--- config.mk ---
export PLATFORM = sky130hd
export DESIGN_NAME = wdl_top
export DESIGN_NICKNAME = d
export VERILOG_FILES = /design/src/core/wdl_pkg.sv /design/src/core/wdl_top.sv
export VERILOG_INCLUDE_DIRS = /design/src /design/src/core
export SDC_FILE = /design/constraint.sdc
export NUM_CORES = 1
export LEC_CHECK = 0
export ABC_AREA = 1
export BUFFER_PORTS_ARGS = -buffer_cell sky130_fd_sc_hd__clkbuf_2
export CORE_ASPECT_RATIO = 1.5
export CORE_UTILIZATION = 40
export CTS_BUF_LIST = sky130_fd_sc_hd__clkbuf_8
export DETAILED_ROUTE_END_ITERATION = 6
export PLACE_DENSITY = 0.63
export SETUP_SLACK_MARGIN = 0.2
export SYNTH_ARGS = -nofsm -noshare
export SYNTH_HDL_FRONTEND = slang
export SYNTH_SLANG_ARGS = --single-unit
--- constraint.sdc ---
create_clock -name aclk -period 2.35 [get_ports aclk]
set_input_delay 0.705 -clock aclk [delete_from_list [all_inputs] [get_ports aclk]]
set_output_delay 0.705 -clock aclk [all_outputs]
set_load 0.01 [all_outputs]
--- src/core/wdl_regs.svh ---
// Register offsets, field positions, reset values and timing constants
`ifndef WDL_REGS_SVH
`define WDL_REGS_SVH
`define WDL_OFF_RELOAD 8'h00
`define WDL_OFF_EVCFG 8'h04
`define WDL_OFF_CTRL 8'h08
`define WDL_OFF_DECEN 8'h0C
`define WDL_OFF_PINCFG 8'h10
`define WDL_OFF_ISTAT 8'h14
`define WDL_OFF_IMASK 8'h18
`define WDL_RST_BYTE 8'h00
`define WDL_RST_PINCFG 12'h000
`define WDL_RST_ISTAT 2'b00
`define WDL_RST_IRQS 16'h0000
`define WDL_CTRL_KEEP 8'hEA
`define WDL_BIT_FLAG 0
`define WDL_BIT_LEDTGL 1
`define WDL_BIT_FORCE 2
`define WDL_BIT_UNIT 7
`define WDL_CHAN_OFF 4'h0
`define WDL_GAME_ADDR 12'h201
`define WDL_MIN_LAST 6'h3B
`define WDL_HALF_SEC_MS 500
`define WDL_CLK_KHZ 100000
`define WDL_RESP_OKAY 2'b00
`define WDL_RESP_SLVERR 2'b10
`endif

--- src/core/wdl_pkg.sv ---
// Types shared by the watchdog and power LED block
package wdl_pkg;
  typedef enum logic [1:0] {
    WDL_IDLE = 2'b00,
    WDL_TAKE = 2'b01,
    WDL_RESP = 2'b10
  } wdl_bus_e;
  typedef struct packed {
    logic [3:0] irq_chan;
    logic led_on_to;
    logic mouse_en;
    logic kbd_en;
    logic game_en;
  } wdl_evcfg_s;
  typedef struct packed {
    logic alt_led_pol;
    logic alt_led_alt;
    logic second_pol;
    logic second_alt;
    logic alt46_is_led;
    logic ir_sel;
    logic alt46_pol;
    logic alt46_alt;
    logic led_pol;
    logic led_alt;
    logic st_pol;
    logic st_alt;
  } wdl_pincfg_s;
  typedef struct packed {
    logic status;
    logic led;
    logic alt46;
    logic second;
    logic alt_led;
  } wdl_pins_s;
endpackage

--- src/core/wdl_top.sv ---
// Watchdog timer with power LED control, AXI4-Lite register slave
// Behaviour
// - Time-out of 1 to 255 units, one unit resolution, seconds or minutes.
// - Unit is minutes when bit 7 of decode enable config is set.
// - Reload zero disables the watchdog; zero after reset.
// - Writing nonzero reload loads the count and starts counting down.
// - Count reaching zero halts and sets the time-out status flag.
// - Host may write the status flag to 1 or 0 at any time.
// - Event config bits 0,1,2 enable game port, keyboard, mouse restarts.
// - Enabled restart event reloads the count and clears the flag.
// - Interrupt on flag rise; event config bits 7:4 pick channel, 0 off.
// - Mapped channel request line follows the status flag level.
// - Status pin carries flag when alternate set and IR option clear.
// - Status pins drive flag plain or inverted per polarity bit.
// - Control bit 2 forces count to zero and sets flag; self-clears.
// - Control bit 1 blinks the power LED at 1 Hz, 50 percent.
// - Event config bit 3 blinks the LED while the flag is set.
// - Otherwise the power LED stays asserted.
// - LED asserts low when polarity is 0, high when 1.
// - LED pin drives LED when alternate set and IR clear, IR when both set.
`timescale 1ns/1ps
`include "wdl_regs.svh"
module wdl_top #(
  parameter int unsigned HALF_CYCLES =
    `WDL_HALF_SEC_MS * `WDL_CLK_KHZ
) (
  // Clock and reset
  input logic aclk,
  input logic aresetn,
  // AXI4-Lite write
  input logic [7:0] s_axi_awaddr,
  input logic s_axi_awvalid,
  output logic s_axi_awready,
  input logic [31:0] s_axi_wdata,
  input logic [3:0] s_axi_wstrb,
  input logic s_axi_wvalid,
  output logic s_axi_wready,
  output logic [1:0] s_axi_bresp,
  output logic s_axi_bvalid,
  input logic s_axi_bready,
  // AXI4-Lite read
  input logic [7:0] s_axi_araddr,
  input logic s_axi_arvalid,
  output logic s_axi_arready,
  output logic [31:0] s_axi_rdata,
  output logic [1:0] s_axi_rresp,
  output logic s_axi_rvalid,
  input logic s_axi_rready,
  // System restart events
  input logic kbd_irq_in,
  input logic mouse_irq_in,
  input logic [11:0] io_addr,
  input logic io_rd_strobe,
  input logic io_wr_strobe,
  // Infrared transmit source
  input logic infrared_transmit,
  // Pins
  output logic status_output_pin,
  output logic led_output_pin,
  output logic alt_status_led_pin,
  output logic second_alt_status_pin,
  output logic alt_led_pin,
  // Interrupts
  output logic [15:0] wdt_irq_req,
  output logic irq
);

  function automatic logic [7:0] wmerge(input logic [7:0] old,
                                        input logic [7:0] data,
                                        input logic en);
    wmerge = en ? data : old;
  endfunction

  function automatic logic drive(input logic val, input logic inv);
    drive = inv ? ~val : val;
  endfunction

  // Bus state
  wdl_pkg::wdl_bus_e ws_r, ws_nxt, rs_r, rs_nxt;
  logic awready_r, wready_r, bvalid_r, arready_r, rvalid_r;
  logic [1:0] bresp_r, bresp_nxt, rresp_r, rresp_nxt;
  logic [31:0] rdata_r, rdata_nxt;
  // Registers
  logic [7:0] reload_r, reload_nxt, ctrl_r, ctrl_nxt;
  logic [7:0] decen_r, decen_nxt;
  wdl_pkg::wdl_evcfg_s evcfg_r, evcfg_nxt;
  wdl_pkg::wdl_pincfg_s pincfg_r, pincfg_nxt;
  logic [1:0] istat_r, istat_nxt, imask_r, imask_nxt;
  // Watchdog state
  logic [7:0] cnt_r, cnt_nxt;
  logic flag_r, flag_nxt;
  logic [5:0] min_r, min_nxt;
  logic [31:0] half_r, half_nxt;
  logic phase_r, phase_nxt;
  logic kbd_d_r, mouse_d_r;
  // Outputs
  wdl_pkg::wdl_pins_s pins_r, pins_nxt;
  logic [15:0] irqs_r, irqs_nxt;
  logic irq_r, irq_nxt;

  logic wr_en, wr_b0, wr_b1, wr_ok;
  logic hit_reload, hit_ctrl, force_to, restart, expire;
  logic half_tick, sec_tick, unit_tick, flag_rise, led_on, led_lvl;
  logic [7:0] pin_hi, mask_w;

  assign wr_en = (ws_r == wdl_pkg::WDL_TAKE);
  assign wr_b0 = wr_en && s_axi_wstrb[0];
  assign wr_b1 = wr_en && s_axi_wstrb[1];
  assign hit_reload = wr_b0 && (s_axi_awaddr == `WDL_OFF_RELOAD);
  assign hit_ctrl = wr_b0 && (s_axi_awaddr == `WDL_OFF_CTRL);
  assign force_to = hit_ctrl && s_axi_wdata[`WDL_BIT_FORCE];

  // Write channel: wait for both address and data, then respond
  always_comb begin
    ws_nxt = ws_r;
    bresp_nxt = bresp_r;
    case (ws_r)
      wdl_pkg::WDL_IDLE: begin
        if (s_axi_awvalid && s_axi_wvalid) begin
          ws_nxt = wdl_pkg::WDL_TAKE;
        end
      end
      wdl_pkg::WDL_TAKE: begin
        ws_nxt = wdl_pkg::WDL_RESP;
        bresp_nxt = wr_ok ? `WDL_RESP_OKAY : `WDL_RESP_SLVERR;
      end
      wdl_pkg::WDL_RESP: begin
        if (s_axi_bready) begin
          ws_nxt = wdl_pkg::WDL_IDLE;
        end
      end
      default: ws_nxt = wdl_pkg::WDL_IDLE;
    endcase
  end

  // Read channel and read decode
  always_comb begin
    rs_nxt = rs_r;
    rdata_nxt = rdata_r;
    rresp_nxt = rresp_r;
    case (rs_r)
      wdl_pkg::WDL_IDLE: begin
        if (s_axi_arvalid) begin
          rs_nxt = wdl_pkg::WDL_TAKE;
        end
      end
      wdl_pkg::WDL_TAKE: begin
        rs_nxt = wdl_pkg::WDL_RESP;
        rresp_nxt = `WDL_RESP_OKAY;
        rdata_nxt = 32'h0000_0000;
        if (s_axi_araddr == `WDL_OFF_RELOAD) begin
          rdata_nxt[7:0] = reload_r;
        end else if (s_axi_araddr == `WDL_OFF_EVCFG) begin
          rdata_nxt[7:0] = evcfg_r;
        end else if (s_axi_araddr == `WDL_OFF_CTRL) begin
          // Force bit always reads back zero
          rdata_nxt[7:0] = ctrl_r | {7'h00, flag_r};
        end else if (s_axi_araddr == `WDL_OFF_DECEN) begin
          rdata_nxt[7:0] = decen_r;
        end else if (s_axi_araddr == `WDL_OFF_PINCFG) begin
          rdata_nxt[11:0] = pincfg_r;
        end else if (s_axi_araddr == `WDL_OFF_ISTAT) begin
          rdata_nxt[1:0] = istat_r;
        end else if (s_axi_araddr == `WDL_OFF_IMASK) begin
          rdata_nxt[1:0] = imask_r;
        end else begin
          rresp_nxt = `WDL_RESP_SLVERR;
        end
      end
      wdl_pkg::WDL_RESP: begin
        if (s_axi_rready) begin
          rs_nxt = wdl_pkg::WDL_IDLE;
        end
      end
      default: rs_nxt = wdl_pkg::WDL_IDLE;
    endcase
  end

  always_ff @(posedge aclk) begin
    if (!aresetn) begin
      ws_r <= wdl_pkg::WDL_IDLE;
      rs_r <= wdl_pkg::WDL_IDLE;
      awready_r <= 1'b0;
      wready_r <= 1'b0;
      bvalid_r <= 1'b0;
      bresp_r <= `WDL_RESP_OKAY;
      arready_r <= 1'b0;
      rvalid_r <= 1'b0;
      rresp_r <= `WDL_RESP_OKAY;
      rdata_r <= 32'h0000_0000;
    end else begin
      ws_r <= ws_nxt;
      rs_r <= rs_nxt;
      awready_r <= (ws_nxt == wdl_pkg::WDL_TAKE);
      wready_r <= (ws_nxt == wdl_pkg::WDL_TAKE);
      bvalid_r <= (ws_nxt == wdl_pkg::WDL_RESP);
      bresp_r <= bresp_nxt;
      arready_r <= (rs_nxt == wdl_pkg::WDL_TAKE);
      rvalid_r <= (rs_nxt == wdl_pkg::WDL_RESP);
      rresp_r <= rresp_nxt;
      rdata_r <= rdata_nxt;
    end
  end

  // Register writes other than the watchdog count, flag and interrupt status
  always_comb begin
    reload_nxt = reload_r;
    evcfg_nxt = evcfg_r;
    ctrl_nxt = ctrl_r;
    decen_nxt = decen_r;
    pincfg_nxt = pincfg_r;
    imask_nxt = imask_r;
    wr_ok = 1'b1;
    pin_hi = 8'h00;
    mask_w = 8'h00;
    if (s_axi_awaddr == `WDL_OFF_RELOAD) begin
      reload_nxt = wmerge(reload_r, s_axi_wdata[7:0], wr_b0);
    end else if (s_axi_awaddr == `WDL_OFF_EVCFG) begin
      evcfg_nxt = wmerge(evcfg_r, s_axi_wdata[7:0], wr_b0);
    end else if (s_axi_awaddr == `WDL_OFF_CTRL) begin
      ctrl_nxt = wmerge(ctrl_r, s_axi_wdata[7:0] & `WDL_CTRL_KEEP,
                        wr_b0);
    end else if (s_axi_awaddr == `WDL_OFF_DECEN) begin
      decen_nxt = wmerge(decen_r, s_axi_wdata[7:0], wr_b0);
    end else if (s_axi_awaddr == `WDL_OFF_PINCFG) begin
      pincfg_nxt[7:0] = wmerge(pincfg_r[7:0], s_axi_wdata[7:0], wr_b0);
      pin_hi = wmerge({4'h0, pincfg_r[11:8]}, s_axi_wdata[15:8], wr_b1);
      pincfg_nxt[11:8] = pin_hi[3:0];
    end else if (s_axi_awaddr == `WDL_OFF_IMASK) begin
      mask_w = wmerge({6'h00, imask_r}, s_axi_wdata[7:0], wr_b0);
      imask_nxt = mask_w[1:0];
    end else if (s_axi_awaddr != `WDL_OFF_ISTAT) begin
      wr_ok = 1'b0;
    end
  end

  // Prescaler: half-second ticks, seconds on every second one
  assign half_tick = (half_r == HALF_CYCLES - 32'd1);
  assign sec_tick = half_tick && phase_r;
  assign unit_tick = decen_r[`WDL_BIT_UNIT] ?
                     (sec_tick && min_r == `WDL_MIN_LAST) :
                     sec_tick;

  // Restart sources, interrupt inputs taken on their rising edge
  assign restart = (evcfg_r.game_en && (io_rd_strobe || io_wr_strobe)
                    && io_addr == `WDL_GAME_ADDR) ||
                   (evcfg_r.kbd_en && kbd_irq_in && !kbd_d_r) ||
                   (evcfg_r.mouse_en && mouse_irq_in && !mouse_d_r);

  always_comb begin
    cnt_nxt = cnt_r;
    flag_nxt = flag_r;
    min_nxt = min_r;
    expire = 1'b0;
    half_nxt = half_tick ? 32'h0000_0000 : half_r + 32'd1;
    phase_nxt = half_tick ? ~phase_r : phase_r;
    if (sec_tick) begin
      min_nxt = (min_r == `WDL_MIN_LAST) ? 6'h00 : min_r + 6'd1;
    end
    if (hit_reload) begin
      cnt_nxt = s_axi_wdata[7:0];
      min_nxt = 6'h00;
    end else if (restart) begin
      cnt_nxt = reload_r;
      flag_nxt = 1'b0;
      min_nxt = 6'h00;
    end else if (unit_tick && cnt_r != 8'h00) begin
      cnt_nxt = cnt_r - 8'd1;
      expire = (cnt_r == 8'h01);
    end
    if (hit_ctrl) begin
      flag_nxt = s_axi_wdata[`WDL_BIT_FLAG];
    end
    // Hardware set wins over a host clear in the same cycle
    if (force_to) begin
      cnt_nxt = 8'h00;
      flag_nxt = 1'b1;
    end
    if (expire) begin
      flag_nxt = 1'b1;
    end
  end

  // Sticky events: bit 0 time-out rise, bit 1 restart
  assign flag_rise = flag_nxt && !flag_r;
  always_comb begin
    istat_nxt = istat_r;
    if (wr_b0 && s_axi_awaddr == `WDL_OFF_ISTAT) begin
      istat_nxt = istat_r & ~s_axi_wdata[1:0];
    end
    istat_nxt = istat_nxt | {restart, flag_rise};
    irq_nxt = |(istat_r & imask_r);
  end

  always_ff @(posedge aclk) begin
    if (!aresetn) begin
      reload_r <= `WDL_RST_BYTE;
      evcfg_r <= `WDL_RST_BYTE;
      ctrl_r <= `WDL_RST_BYTE;
      decen_r <= `WDL_RST_BYTE;
      pincfg_r <= `WDL_RST_PINCFG;
      istat_r <= `WDL_RST_ISTAT;
      imask_r <= `WDL_RST_ISTAT;
      cnt_r <= `WDL_RST_BYTE;
      flag_r <= 1'b0;
      min_r <= 6'h00;
      half_r <= 32'h0000_0000;
      phase_r <= 1'b0;
      kbd_d_r <= 1'b0;
      mouse_d_r <= 1'b0;
      irq_r <= 1'b0;
    end else begin
      if (wr_en) begin
        reload_r <= reload_nxt;
        evcfg_r <= evcfg_nxt;
        ctrl_r <= ctrl_nxt;
        decen_r <= decen_nxt;
        pincfg_r <= pincfg_nxt;
        imask_r <= imask_nxt;
      end
      istat_r <= istat_nxt;
      cnt_r <= cnt_nxt;
      flag_r <= flag_nxt;
      min_r <= min_nxt;
      half_r <= half_nxt;
      phase_r <= phase_nxt;
      kbd_d_r <= kbd_irq_in;
      mouse_d_r <= mouse_irq_in;
      irq_r <= irq_nxt;
    end
  end

  // LED and pin drive; pins not in alternate function idle low
  assign led_on = ctrl_r[`WDL_BIT_LEDTGL] ||
                  (evcfg_r.led_on_to && flag_r) ?
                  phase_r : 1'b1;
  assign led_lvl = pincfg_r.led_pol ? led_on : ~led_on;

  always_comb begin
    pins_nxt = '0;
    irqs_nxt = `WDL_RST_IRQS;
    if (pincfg_r.st_alt && !pincfg_r.ir_sel) begin
      pins_nxt.status = drive(flag_r, pincfg_r.st_pol);
    end
    if (pincfg_r.led_alt) begin
      pins_nxt.led = pincfg_r.ir_sel ? infrared_transmit :
                     led_lvl;
    end
    if (pincfg_r.alt46_alt) begin
      pins_nxt.alt46 = pincfg_r.alt46_is_led ?
        (pincfg_r.alt46_pol ? led_on : ~led_on) :
        drive(flag_r, pincfg_r.alt46_pol);
    end
    if (pincfg_r.second_alt) begin
      pins_nxt.second = drive(flag_r, pincfg_r.second_pol);
    end
    if (pincfg_r.alt_led_alt) begin
      pins_nxt.alt_led = pincfg_r.alt_led_pol ? led_on : ~led_on;
    end
    if (evcfg_r.irq_chan != `WDL_CHAN_OFF) begin
      irqs_nxt[evcfg_r.irq_chan] = flag_r;
    end
  end

  always_ff @(posedge aclk) begin
    if (!aresetn) begin
      pins_r <= '0;
      irqs_r <= `WDL_RST_IRQS;
    end else begin
      pins_r <= pins_nxt;
      irqs_r <= irqs_nxt;
    end
  end

  assign s_axi_awready = awready_r;
  assign s_axi_wready = wready_r;
  assign s_axi_bvalid = bvalid_r;
  assign s_axi_bresp = bresp_r;
  assign s_axi_arready = arready_r;
  assign s_axi_rvalid = rvalid_r;
  assign s_axi_rresp = rresp_r;
  assign s_axi_rdata = rdata_r;
  assign status_output_pin = pins_r.status;
  assign led_output_pin = pins_r.led;
  assign alt_status_led_pin = pins_r.alt46;
  assign second_alt_status_pin = pins_r.second;
  assign alt_led_pin = pins_r.alt_led;
  assign wdt_irq_req = irqs_r;
  assign irq = irq_r;
endmodule

==> impl_results.md, run 1 <==
* Status: finished clean
* Antenna violations before repair at 0
* # rows at 57
* RSZ-0062 raised after global routing: false
* Power, Total at 4.468 mW
* Initial Util at 0.4132
* Finished Core Util at 0.4781
* Final setup vio count at 0
* Synth area leader: dfxtp_1
* Slew HR at 0.6183
* Vias in the first global route at 6069
* Io pins at 139
* Leak at 3.320 nW
* VDD IR max at 0.0002966 V
* Highest clock rate at 528.4 MHz
* Via density at 4.963
* NumNets Final at 1156
* Clk slew on worst S/H paths at 90 ps
* Die H at 161.4 um
* Final Hold Vio Count at 0
* Gpl congestion at 0.9179
* Clock tree buffer depth at 2
* Syn Area/Cell at 7.045 sq um
* Count leader, synth: nand2_1
* Worst-margin pin slew at 571.9 ps
* Main area contributors after synthesis: dfxtp_1 41%, nand2_1 9.1%, nor2_1 7.3%
* DR vias at 6422
* Area growth syn-to-layout at 15.71%
* Final Max Slew Viols at 0
* DRC at 0
* Register area share after synthesis at 0.4106
* DR iter-0 viols at 485
* Cell Area, Synth at 6778 sq um
* Unique masters post-synth at 44
* Post-synth EDFFs at 0
* Top_reg_cell synth: dfxtp_1
* DIE AREA at 17480 sq um
* Post-Synthesis Cells at 962
* Switching Share at 0.2776
* Cell area after layout at 7843 sq um
* CTS Sinks at 139
* Hpwl dp at 13.77 mm
* Combinational fraction of design power at 0.056
* PwrDens at 569.7 nW/um^2
* Synth warnings at 0
* Proportion of layout cells with a drive suffix above 1 at 0.1765
* Post-CTS Hold Fix Bufs at 0
* Int Pwr at 3.227 mW
* Total grt overflow at 0
* H-tree levels at 4
* First-pass GRT wire length at 29.26 mm
* Clock latency on the worst-skew pair at 460 ps
* Number of port buffers at 94
* Classification of the worst-slack hold path: reg -> reg
* Reg2Reg Setup Slack at 460 ps
* Cell Area, Placed at 7480 sq um
* Post-synth ARST share at 0
* Post CTS Setup Buffer Count at 0
* Yosys reg bits at 139
* All-Layer GR Usage at 0.2171
* Setup TNS at 0 ps
* Fin Hold WS at 445.3 ps
* Largest net degree at the start of global routing at 41
* Final wirelength at 18.16 mm
* CP Launch Type: flip-flop
* Core area at 16400 sq um
* Sequential Power Share at 0.534
* Cts repair resizes at 0
* TritonRoute pass-1 iters at 5
* CTS tree: done
* Die W at 108.3 um
* CP max FO at 6
* Routed Antenna Nets at 0
* Clock root buffer: clkbuf_8
* WS Path Type: reg -> reg
* Max cap viols at 0
* Synth top area share at 0.4106
* Synth cell count leaders: 165 x nand2_1, 139 x dfxtp_1, 131 x nor2_1, 122 x inv_1, 93 x a21oi_1
* Antenna Cells at 0
* Share of power burned in the clock network at 0.410
* Tmin final at 1892 ps
* Worst path arrival time at 2270 ps
* Layout Skew at 21.54 ps
* CTS Buf Count at 17
* Routed WL per cell at 14.03 um
* Worst setup EP type: flip-flop
* Tcrit/Tclk final at 0.8053
* Sw Pwr at 1.240 mW
* WP data required at 2730 ps
## worst max-delay path, cell delays in order, from the launching register on
cell,delay (ps)
dfxtp_1,440
inv_1,110
nor3_1,380
nand4_1,170
nor2_1,430
nand3_1,130
a21oi_1,170
## cells in the final DEF, fill, tap and decap left out, drive strengths merged, types with 2 or more instances in the layout
master,count
a21oi,94
buf,22
clkbuf,111
clkinvlp,4
conb,23
dfxtp,139
ha,5
inv,137
nand2,173
nand3,61
nand3b,6
nand4,19
nor2,143
nor3,31
nor3b,5
nor4,3
o211ai,8
o21a,2
o21ai,68
or2,7
xnor2,8
xor2,11
## path summary, 6_finish.rpt
check                 start    endpoint  cells past startpoint
setup reg to reg  half_r[9]  half_r[29]                      6
hold / removal    half_r[0]   half_r[0]                      1
hold reg to reg   half_r[0]   half_r[0]                      1
setup / recovery  half_r[9]  half_r[29]                      6
## layer usage
layer,share of wire,GRT usage
met5,0,0
met2,0.50,0.3793
met1,0.42,0.2476
met4,0.044,0.1192
met3,0.033,0.03551
## power by group through the flow
| stage | Sequential [mW] | Clock [mW] | Combinational (mW) |
|---|---|---|---|
| finish | 2.39 | 1.83 | 0.249 |
| global placement | 2.44 | 0 | 0.248 |
| detailed placement | 2.44 | 0 | 0.250 |
| global route | 2.39 | 1.97 | 0.282 |
| floorplan | 2.45 | 0 | 0.160 |
| CTS | 2.39 | 1.87 | 0.250 |
## stage by stage
stage	worst slack [ps]	instances
global placement	144.5	1262
CTS	433.8	1294
finish	457.6	1294
detailed placement	116.0	1262
floorplan	511.1	984
global route	261.3	1294
## logic make-up after synthesis
family,share of synthesized area
compound gates,0.1383
buf+inv,0.1108
simple gates,0.3061
flops,0.4106
xor+xnor,0.02455
other cells,0.0005533
fa+ha+maj,0.009230
## sequential cells by signal (all words and copies together), names as in the netlist, 2 cells and up
register,count
decen_r,8
cnt_r,8
istat_r,2
evcfg_r,8
imask_r,2
reload_r,8
wdt_irq_req,16
s_axi_rdata,12
rs_r,2
min_r,6
ctrl_r,5
pincfg_r,12
half_r,32
ws_r,2
## layout make-up
type | count | area, sq um
fill | 1735 | 8561
multi-input combinational | 674 | 3327
sequential | 139 | 2783
timing repair buffer | 116 | 635.6
inverter | 127 | 476.7
tap | 206 | 257.7
clock buffer | 17 | 234.0
clock inverter | 15 | 128.9
Note: power is estimated with default switching activity, not from simulation.
==> run 2: changes to the inputs <==
--- a/config.mk
+++ b/config.mk
@@ -12,7 +12,7 @@
 export CORE_UTILIZATION = 40
 export CTS_BUF_LIST = sky130_fd_sc_hd__clkbuf_8
 export DETAILED_ROUTE_END_ITERATION = 6
-export PLACE_DENSITY = 0.63
+export PLACE_DENSITY = 0.66
 export SETUP_SLACK_MARGIN = 0.2
 export SYNTH_ARGS = -nofsm -noshare
 export SYNTH_HDL_FRONTEND = slang
==> constraint.sdc (replaced) <==
create_clock -name aclk -period 1.65 [get_ports aclk]
set_input_delay 0.495 -clock aclk [delete_from_list [all_inputs] [get_ports aclk]]
set_output_delay 0.495 -clock aclk [all_outputs]
set_load 0.01 [all_outputs]
==> impl_results.md, run 2 (same netlist as run 1, synthesis figures left out) <==
* Status: finished with violations
* Failing checks: DRC, setup timing
* Slowest cell on the critical path: dfxtp_2
* Reg2Reg Setup Slack at -90 ps (-550 ps)
* Core area at 16400 sq um (unchanged)
* Worst setup EP type: flip-flop
* Initial Util at 0.4132 (unchanged)
* Reg-to-Reg Start: half_r[0]
* Clk slew on worst S/H paths at 90 ps (about the same)
* Layout Skew at 17.70 ps (-3.838 ps)
* Proportion of layout cells with a drive suffix above 1 at 0.4060 (+0.2295)
* Power, Total at 6.740 mW (+51%)
* Largest net degree at the start of global routing at 29 (-29%)
* DIE AREA at 17480 sq um (unchanged)
* WHS Path Cells at 3 (+2)
* RSZ-0062 raised after global routing: true
* PwrDens at 668.6 nW/um^2 (+17%)
* Worst path arrival time at 2090 ps (-180 ps)
* CTS Buf Count at 17 (unchanged)
* Largest register FFs at 32 (unchanged)
* Worst Reg2Reg Path Length in Cells at 12 (+6)
* Tmin final at 1742 ps (-150.3 ps)
* Routed WL per cell at 15.38 um (+9.6%)
* Final Hold Vio Count at 0 (unchanged)
* Fin Hold WS at 235.0 ps (-210.2 ps)
* Slew HR at 0.6124 (-0.005897)
* Antenna violations before repair at 0 (unchanged)
* Gpl congestion at 0.9617 (+4.8%)
* Finished Core Util at 0.6145 (+0.1364)
* First-pass GRT wire length at 32.68 mm (+12%)
* Largest reg by FF count: half_r
* All-Layer GR Usage at 0.2447 (+0.02765)
* Worst-margin pin slew at 577.4 ps (+5.562 ps)
* Area growth syn-to-layout at 48.72%
* Most common cell after layout, fill and taps aside: nand2_1
* Final wirelength at 22.15 mm (+22%)
* Clock root buffer: clkbuf_8
* Worst setup margin at -92.09 ps (-549.7 ps)
* DR vias at 7336 (+14%)
* CP max FO at 3 (-3)
* CTS Sinks at 139 (unchanged)
* # rows at 57 (unchanged)
* Via density at 5.094 (+2.7%)
* Die W at 108.3 um (unchanged)
* DRC at 12 (+12)
* TritonRoute pass-1 iters at 7 (+2)
* CP Launch Type: flip-flop
* WS Path Type: reg -> reg
* Crit path largest cell delay at 360 ps (-80 ps)
* Clock tree buffer depth at 2 (unchanged)
* VDD IR max at 0.0004442 V (+50%)
* Hpwl dp at 15.24 mm (+11%)
* Worst setup startpoint: half_r[0]
* Routed Antenna Nets at 0 (unchanged)
* CTS tree: done
* NumNets Final at 1302 (+13%)
* Total grt overflow at 0 (unchanged)
* Highest clock rate at 574.0 MHz (+8.6%)
* Setup TNS at -870.1 ps (-870.1 ps)
* DR iter-0 viols at 368 (-24%)
* Antenna Cells at 0 (unchanged)
* Die H at 161.4 um (unchanged)
* Max cap viols at 0 (unchanged)
* Vias in the first global route at 6816 (+12%)
* DP Worst Slack at -203.0 ps (-319.0 ps)
* Tcrit/Tclk final at 1.056 (+0.2506)
* Number of port buffers at 94 (unchanged)
* Hold path start: kbd_irq_in
* Io pins at 139 (unchanged)
* Final Max Slew Viols at 0 (unchanged)
* Classification of the worst-slack hold path: in -> reg
* Clock latency on the worst-skew pair at 460 ps (about the same)
* Crit path cell chain: buf_4 -> buf_6 -> nand3_4 -> nor2_4 -> nand2_4 -> nor2_4 -> nand4_1 -> buf_4 -> inv_4 -> nand2_1 -> nand2_1 -> a21oi_2
* Leak at 4.426 nW (+33%)
* Final setup vio count at 26 (+26)
* H-tree levels at 4 (unchanged)
* Most frequent cells in the layout: 142 x nand2_1, 128 x buf_4, 112 x inv_1, 111 x dfxtp_1, 108 x nor2_1
* WP data required at 2000 ps (-730 ps)
* Worst Hold Endpoint: kbd_d_r
* FF-to-FF End: half_r[27]
## run 2: changes by cell type in the layout (fill, tap and decap cells not counted), moves of 31 or more
cell	delta
a21oi_1	-33
buf_6	+31
buf_4	+106
o21ai_0	-35
a21oi_2	+33
## run 2: per-layer routing
layer  vias up  track usage  routed length (um)
met5         -            0                   0
met4         0       0.1560                1560
met3        89      0.04560                 898
met2       227       0.4600               12030
met1      3417       0.2387                7664
li1       3603            -                   -
## run 2: area by class of cell
class	count	area, sq um
Clock buffer	17	234.0
Clock inverter	15	153.9
Fill cell	1446	6324
Inverter	127	489.2
Multi-Input combinational cell	675	4004
Sequential cell	139	2818
Tap cell	206	257.7
Timing Repair Buffer	261	2123
## run 2: timing repair
| item | CTS | global route |
|---|---|---|
| gates resized for setup | 122 | 143 |
| hold buffers | 0 | 0 |
| pin swaps | 36 | 44 |
| gates cloned | 6 | 2 |
| buffers inserted | 21 | 18 |
| endpoints found under the setup margin | 87 | 114 |
## run 2: metrics by stage
step / instances / cell area [sq um]
floorplan: 984 / 7019
global placement: 1361 / 8409
detailed placement: 1361 / 8409
CTS: 1420 / 9482
global route: 1440 / 10080
finish: 1440 / 10080
## run 2: critical path, delay by kind of cell (launching register included)
kind                   cells  cell delay [ps]
DFF                        1              360
AOI/OAI and AO/OA          1               50
and+or+nand+nor            7              770
buffers and inverters      4              460
## run 2: worst max path at each step
| stage | to | slack, ps |
|---|---|---|
| after floorplan | cnt_r[0] | 9 |
| after global placement | cnt_r[4] | -170 |
| after detailed placement | s_axi_rdata[3] | -200 |
| after CTS | cnt_r[0] | -20 |
| after global routing | half_r[27] | -190 |
| final | half_r[27] | -90 |
## run 2: power breakdown
group          total, mW  switching, mW  internal [mW]
Sequential          3.41         0.0228           3.39
Clock               2.78           1.54           1.25
Combinational      0.545          0.307          0.239
Total               6.74           1.87           4.87
==> run 3: changes to the inputs <==
--- a/config.mk
+++ b/config.mk
@@ -13,6 +13,7 @@
 export CTS_BUF_LIST = sky130_fd_sc_hd__clkbuf_8
 export DETAILED_ROUTE_END_ITERATION = 6
 export PLACE_DENSITY = 0.66
+export REMOVE_ABC_BUFFERS = 1
 export SETUP_SLACK_MARGIN = 0.2
 export SYNTH_ARGS = -nofsm -noshare
 export SYNTH_HDL_FRONTEND = slang
==> impl_results.md, run 3 (same netlist as run 1, synthesis figures left out) <==
* Hold path start: kbd_irq_in
* Cell Area, Placed at 8088 sq um (-3.8%)
* VDD IR max at 0.0004524 V (+1.8%)
* Die H at 161.4 um (unchanged)
* WHS Path Cells at 3 (unchanged)
* CP Launch Type: flip-flop
* Reg-to-Reg Start: half_r[0]
* Clock tree buffer depth at 2 (unchanged)
* Routed Antenna Nets at 0 (unchanged)
* Proportion of layout cells with a drive suffix above 1 at 0.3813 (-0.02473)
* Largest register FFs at 32 (unchanged)
* Worst path arrival time at 2050 ps (-40 ps)
* Sequential Power Share at 0.508 (+0.002)
* Top Family by Delay on Critical Path: simple AND/OR/NAND/NOR gates
* RSZ-0062 raised after global routing: true
* DRC at 0 (-12)
* Worst Path Buf+Inv at 3 (-1)
* Largest net degree at the start of global routing at 21 (-28%)
* Area growth syn-to-layout at 41.70%
* # rows at 57 (unchanged)
* # fillers at 1525 (+5.5%)
* Antenna Cells at 0 (unchanged)
* WS Path Type: reg -> reg
* Slowest cell on the critical path: dfxtp_4
* First-pass GRT wire length at 30.88 mm (-5.5%)
* Final wirelength at 20.59 mm (-7.0%)
* Combinational fraction of design power at 0.079 (-0.002)
* Worst Hold Endpoint: kbd_d_r
* Core area at 16400 sq um (unchanged)
* DR vias at 7154 (-2.5%)
* Worst setup margin at -55.60 ps (+36.49 ps)
* Vias in the first global route at 6761 (-0.81%)
* Crit path cell chain: ha_4 -> nand2_4 -> nor2_4 -> buf_6 -> buf_6 -> nand4_1 -> nor3_2 -> buf_4 -> nand2_4 -> nand2_2 -> a21oi_2
* Status: finished with violations
* Tcrit/Tclk final at 1.034 (-0.02212)
* DIE AREA at 17480 sq um (unchanged)
* Number of port buffers at 94 (unchanged)
* Routed WL per cell at 14.69 um (-4.5%)
* Tmin final at 1706 ps (-36.49 ps)
* Initial Util at 0.4132 (unchanged)
* H-tree levels at 4 (unchanged)
* Gpl congestion at 0.9326 (-3.0%)
* TritonRoute pass-1 iters at 5 (-2)
* Post-CTS Hold Fix Bufs at 0 (unchanged)
* Highest clock rate at 586.3 MHz (+2.1%)
* Cell area after layout at 9604 sq um (-4.7%)
* Final setup vio count at 12 (-54%)
* Switching Share at 0.2551 (-0.02184)
* Reg2Reg Setup Slack at -60 ps (+40 ps)
* Most common cell after layout, fill and taps aside: nand2_1
* Share of power burned in the clock network at 0.413 (about the same)
* Clock root buffer: clkbuf_8
* Antenna violations before repair at 0 (unchanged)
* All-Layer GR Usage at 0.2282 (-0.01647)
* DR iter-0 viols at 318 (-14%)
* Sw Pwr at 1.712 mW (-8.3%)
* Clk slew on worst S/H paths at 80 ps (about the same)
* FF-to-FF End: min_r[4]
* Leak at 4.120 nW (-6.9%)
* CTS tree: done
* Layout Skew at 9.639 ps (-8.060 ps)
* Int Pwr at 4.999 mW (+2.6%)
* Total grt overflow at 0 (unchanged)
* Worst Reg2Reg Path Length in Cells at 11 (-1)
* Crit path largest cell delay at 370 ps (about the same)
* Power, Total at 6.711 mW (-0.42%)
* Hpwl dp at 14.05 mm (-7.8%)
* Clock latency on the worst-skew pair at 460 ps (about the same)
* Io pins at 139 (unchanged)
* PwrDens at 698.8 nW/um^2 (+4.5%)
* Die W at 108.3 um (unchanged)
* CP max FO at 5 (+2)
* Final Hold Vio Count at 0 (unchanged)
* Fin Hold WS at 225.5 ps (-9.544 ps)
* CTS Sinks at 139 (unchanged)
* Max cap viols at 0 (unchanged)
* Worst setup EP type: flip-flop
* Largest reg by FF count: half_r
* WP data required at 1990 ps (about the same)
* NumNets Final at 1264 (-2.9%)
* CTS Buf Count at 17 (unchanged)
* Most frequent cells in the layout: 144 x nand2_1, 112 x nor2_1, 110 x inv_1, 102 x dfxtp_1, 99 x buf_4
* Setup TNS at -350.1 ps (+520.0 ps)
* Via density at 5.103 (+0.16%)
* Failing checks: setup timing
* Classification of the worst-slack hold path: in -> reg
* Final Max Slew Viols at 0 (unchanged)
run 3: changes by cell type in the layout (fill, tap and decap cells not counted), sizes merged:
cell | before | now
buf | 180 | 147
bufbuf | 3 | 0
bufinv | 1 | 2
clkbuf | 95 | 94
clkinv | 2 | 4
clkinvlp | 3 | 7
inv | 136 | 128
run 3: final cells by class:
cell class,instances,area [sq um],area share
Clock buffer,18,247.7,0.02579
Clock inverter,14,146.4,0.01524
Inverter,127,485.5,0.05055
Multi-Input combinational cell,675,3870,0.4029
Sequential cell,139,2836,0.2953
Tap cell,206,257.7,0.02684
Timing Repair Buffer,223,1760,0.1833
run 3: what timing repair did:
item                       in CTS  in global routing
setup endpoints to repair      89                105
setup buffers                  12                 13
gates resized for setup       103                170
gates cloned                    5                  2
pin swaps                      23                 51
run 3: worst max-delay path by stage:
| stage | end | slack, ps | cells after the start | startpoint |
|---|---|---|---|---|
| final | min_r[4] | -60 | 11 | half_r[0] |
| after global placement | cnt_r[0] | -170 | 12 | s_axi_awaddr[1] |
| after floorplan | half_r[12] | -270 | 9 | half_r[0] |
| after CTS | cnt_r[2] | -0.3 | 12 | half_r[1] |
| after global routing | cnt_r[2] | -160 | 11 | half_r[21] |
| after detailed placement | cnt_r[0] | -190 | 12 | s_axi_awaddr[1] |
run 3: worst reg2reg max path, stage by stage (launching register included):
cell,delay (ps)
dfxtp_4,370
ha_4,140
nand2_4,50
nor2_4,110
buf_6,120
buf_6,90
nand4_1,110
nor3_2,210
buf_4,180
nand2_4,80
nand2_2,80
a21oi_2,50
run 3: power groups by stage:
stage          Clock [mW]  Sequential (mW)  Combinational [mW]
2_1_floorplan           0             3.49               0.167
3_3_place_gp            0             3.48               0.393
3_5_place_dp            0             3.48               0.397
4_1_cts              2.83             3.41               0.470
5_1_grt              2.98             3.41               0.583
6_report             2.77             3.41               0.533
run 3: metrics by stage:
step	worst slack, ps	std cells	util
floorplan	-273.2	940	-
finish	-55.60	1402	0.5855
global route	-156.9	1402	0.5855
detailed placement	-192.8	1338	0.4931
global placement	-173.4	1338	0.4931
CTS	-0.2651	1387	0.5490
run 3: metal layers:
layer	GRT usage	wire length [um]
met1	0.2217	7299
met2	0.4389	11680
met3	0.04883	873
met4	0.1173	737
met5	0	0
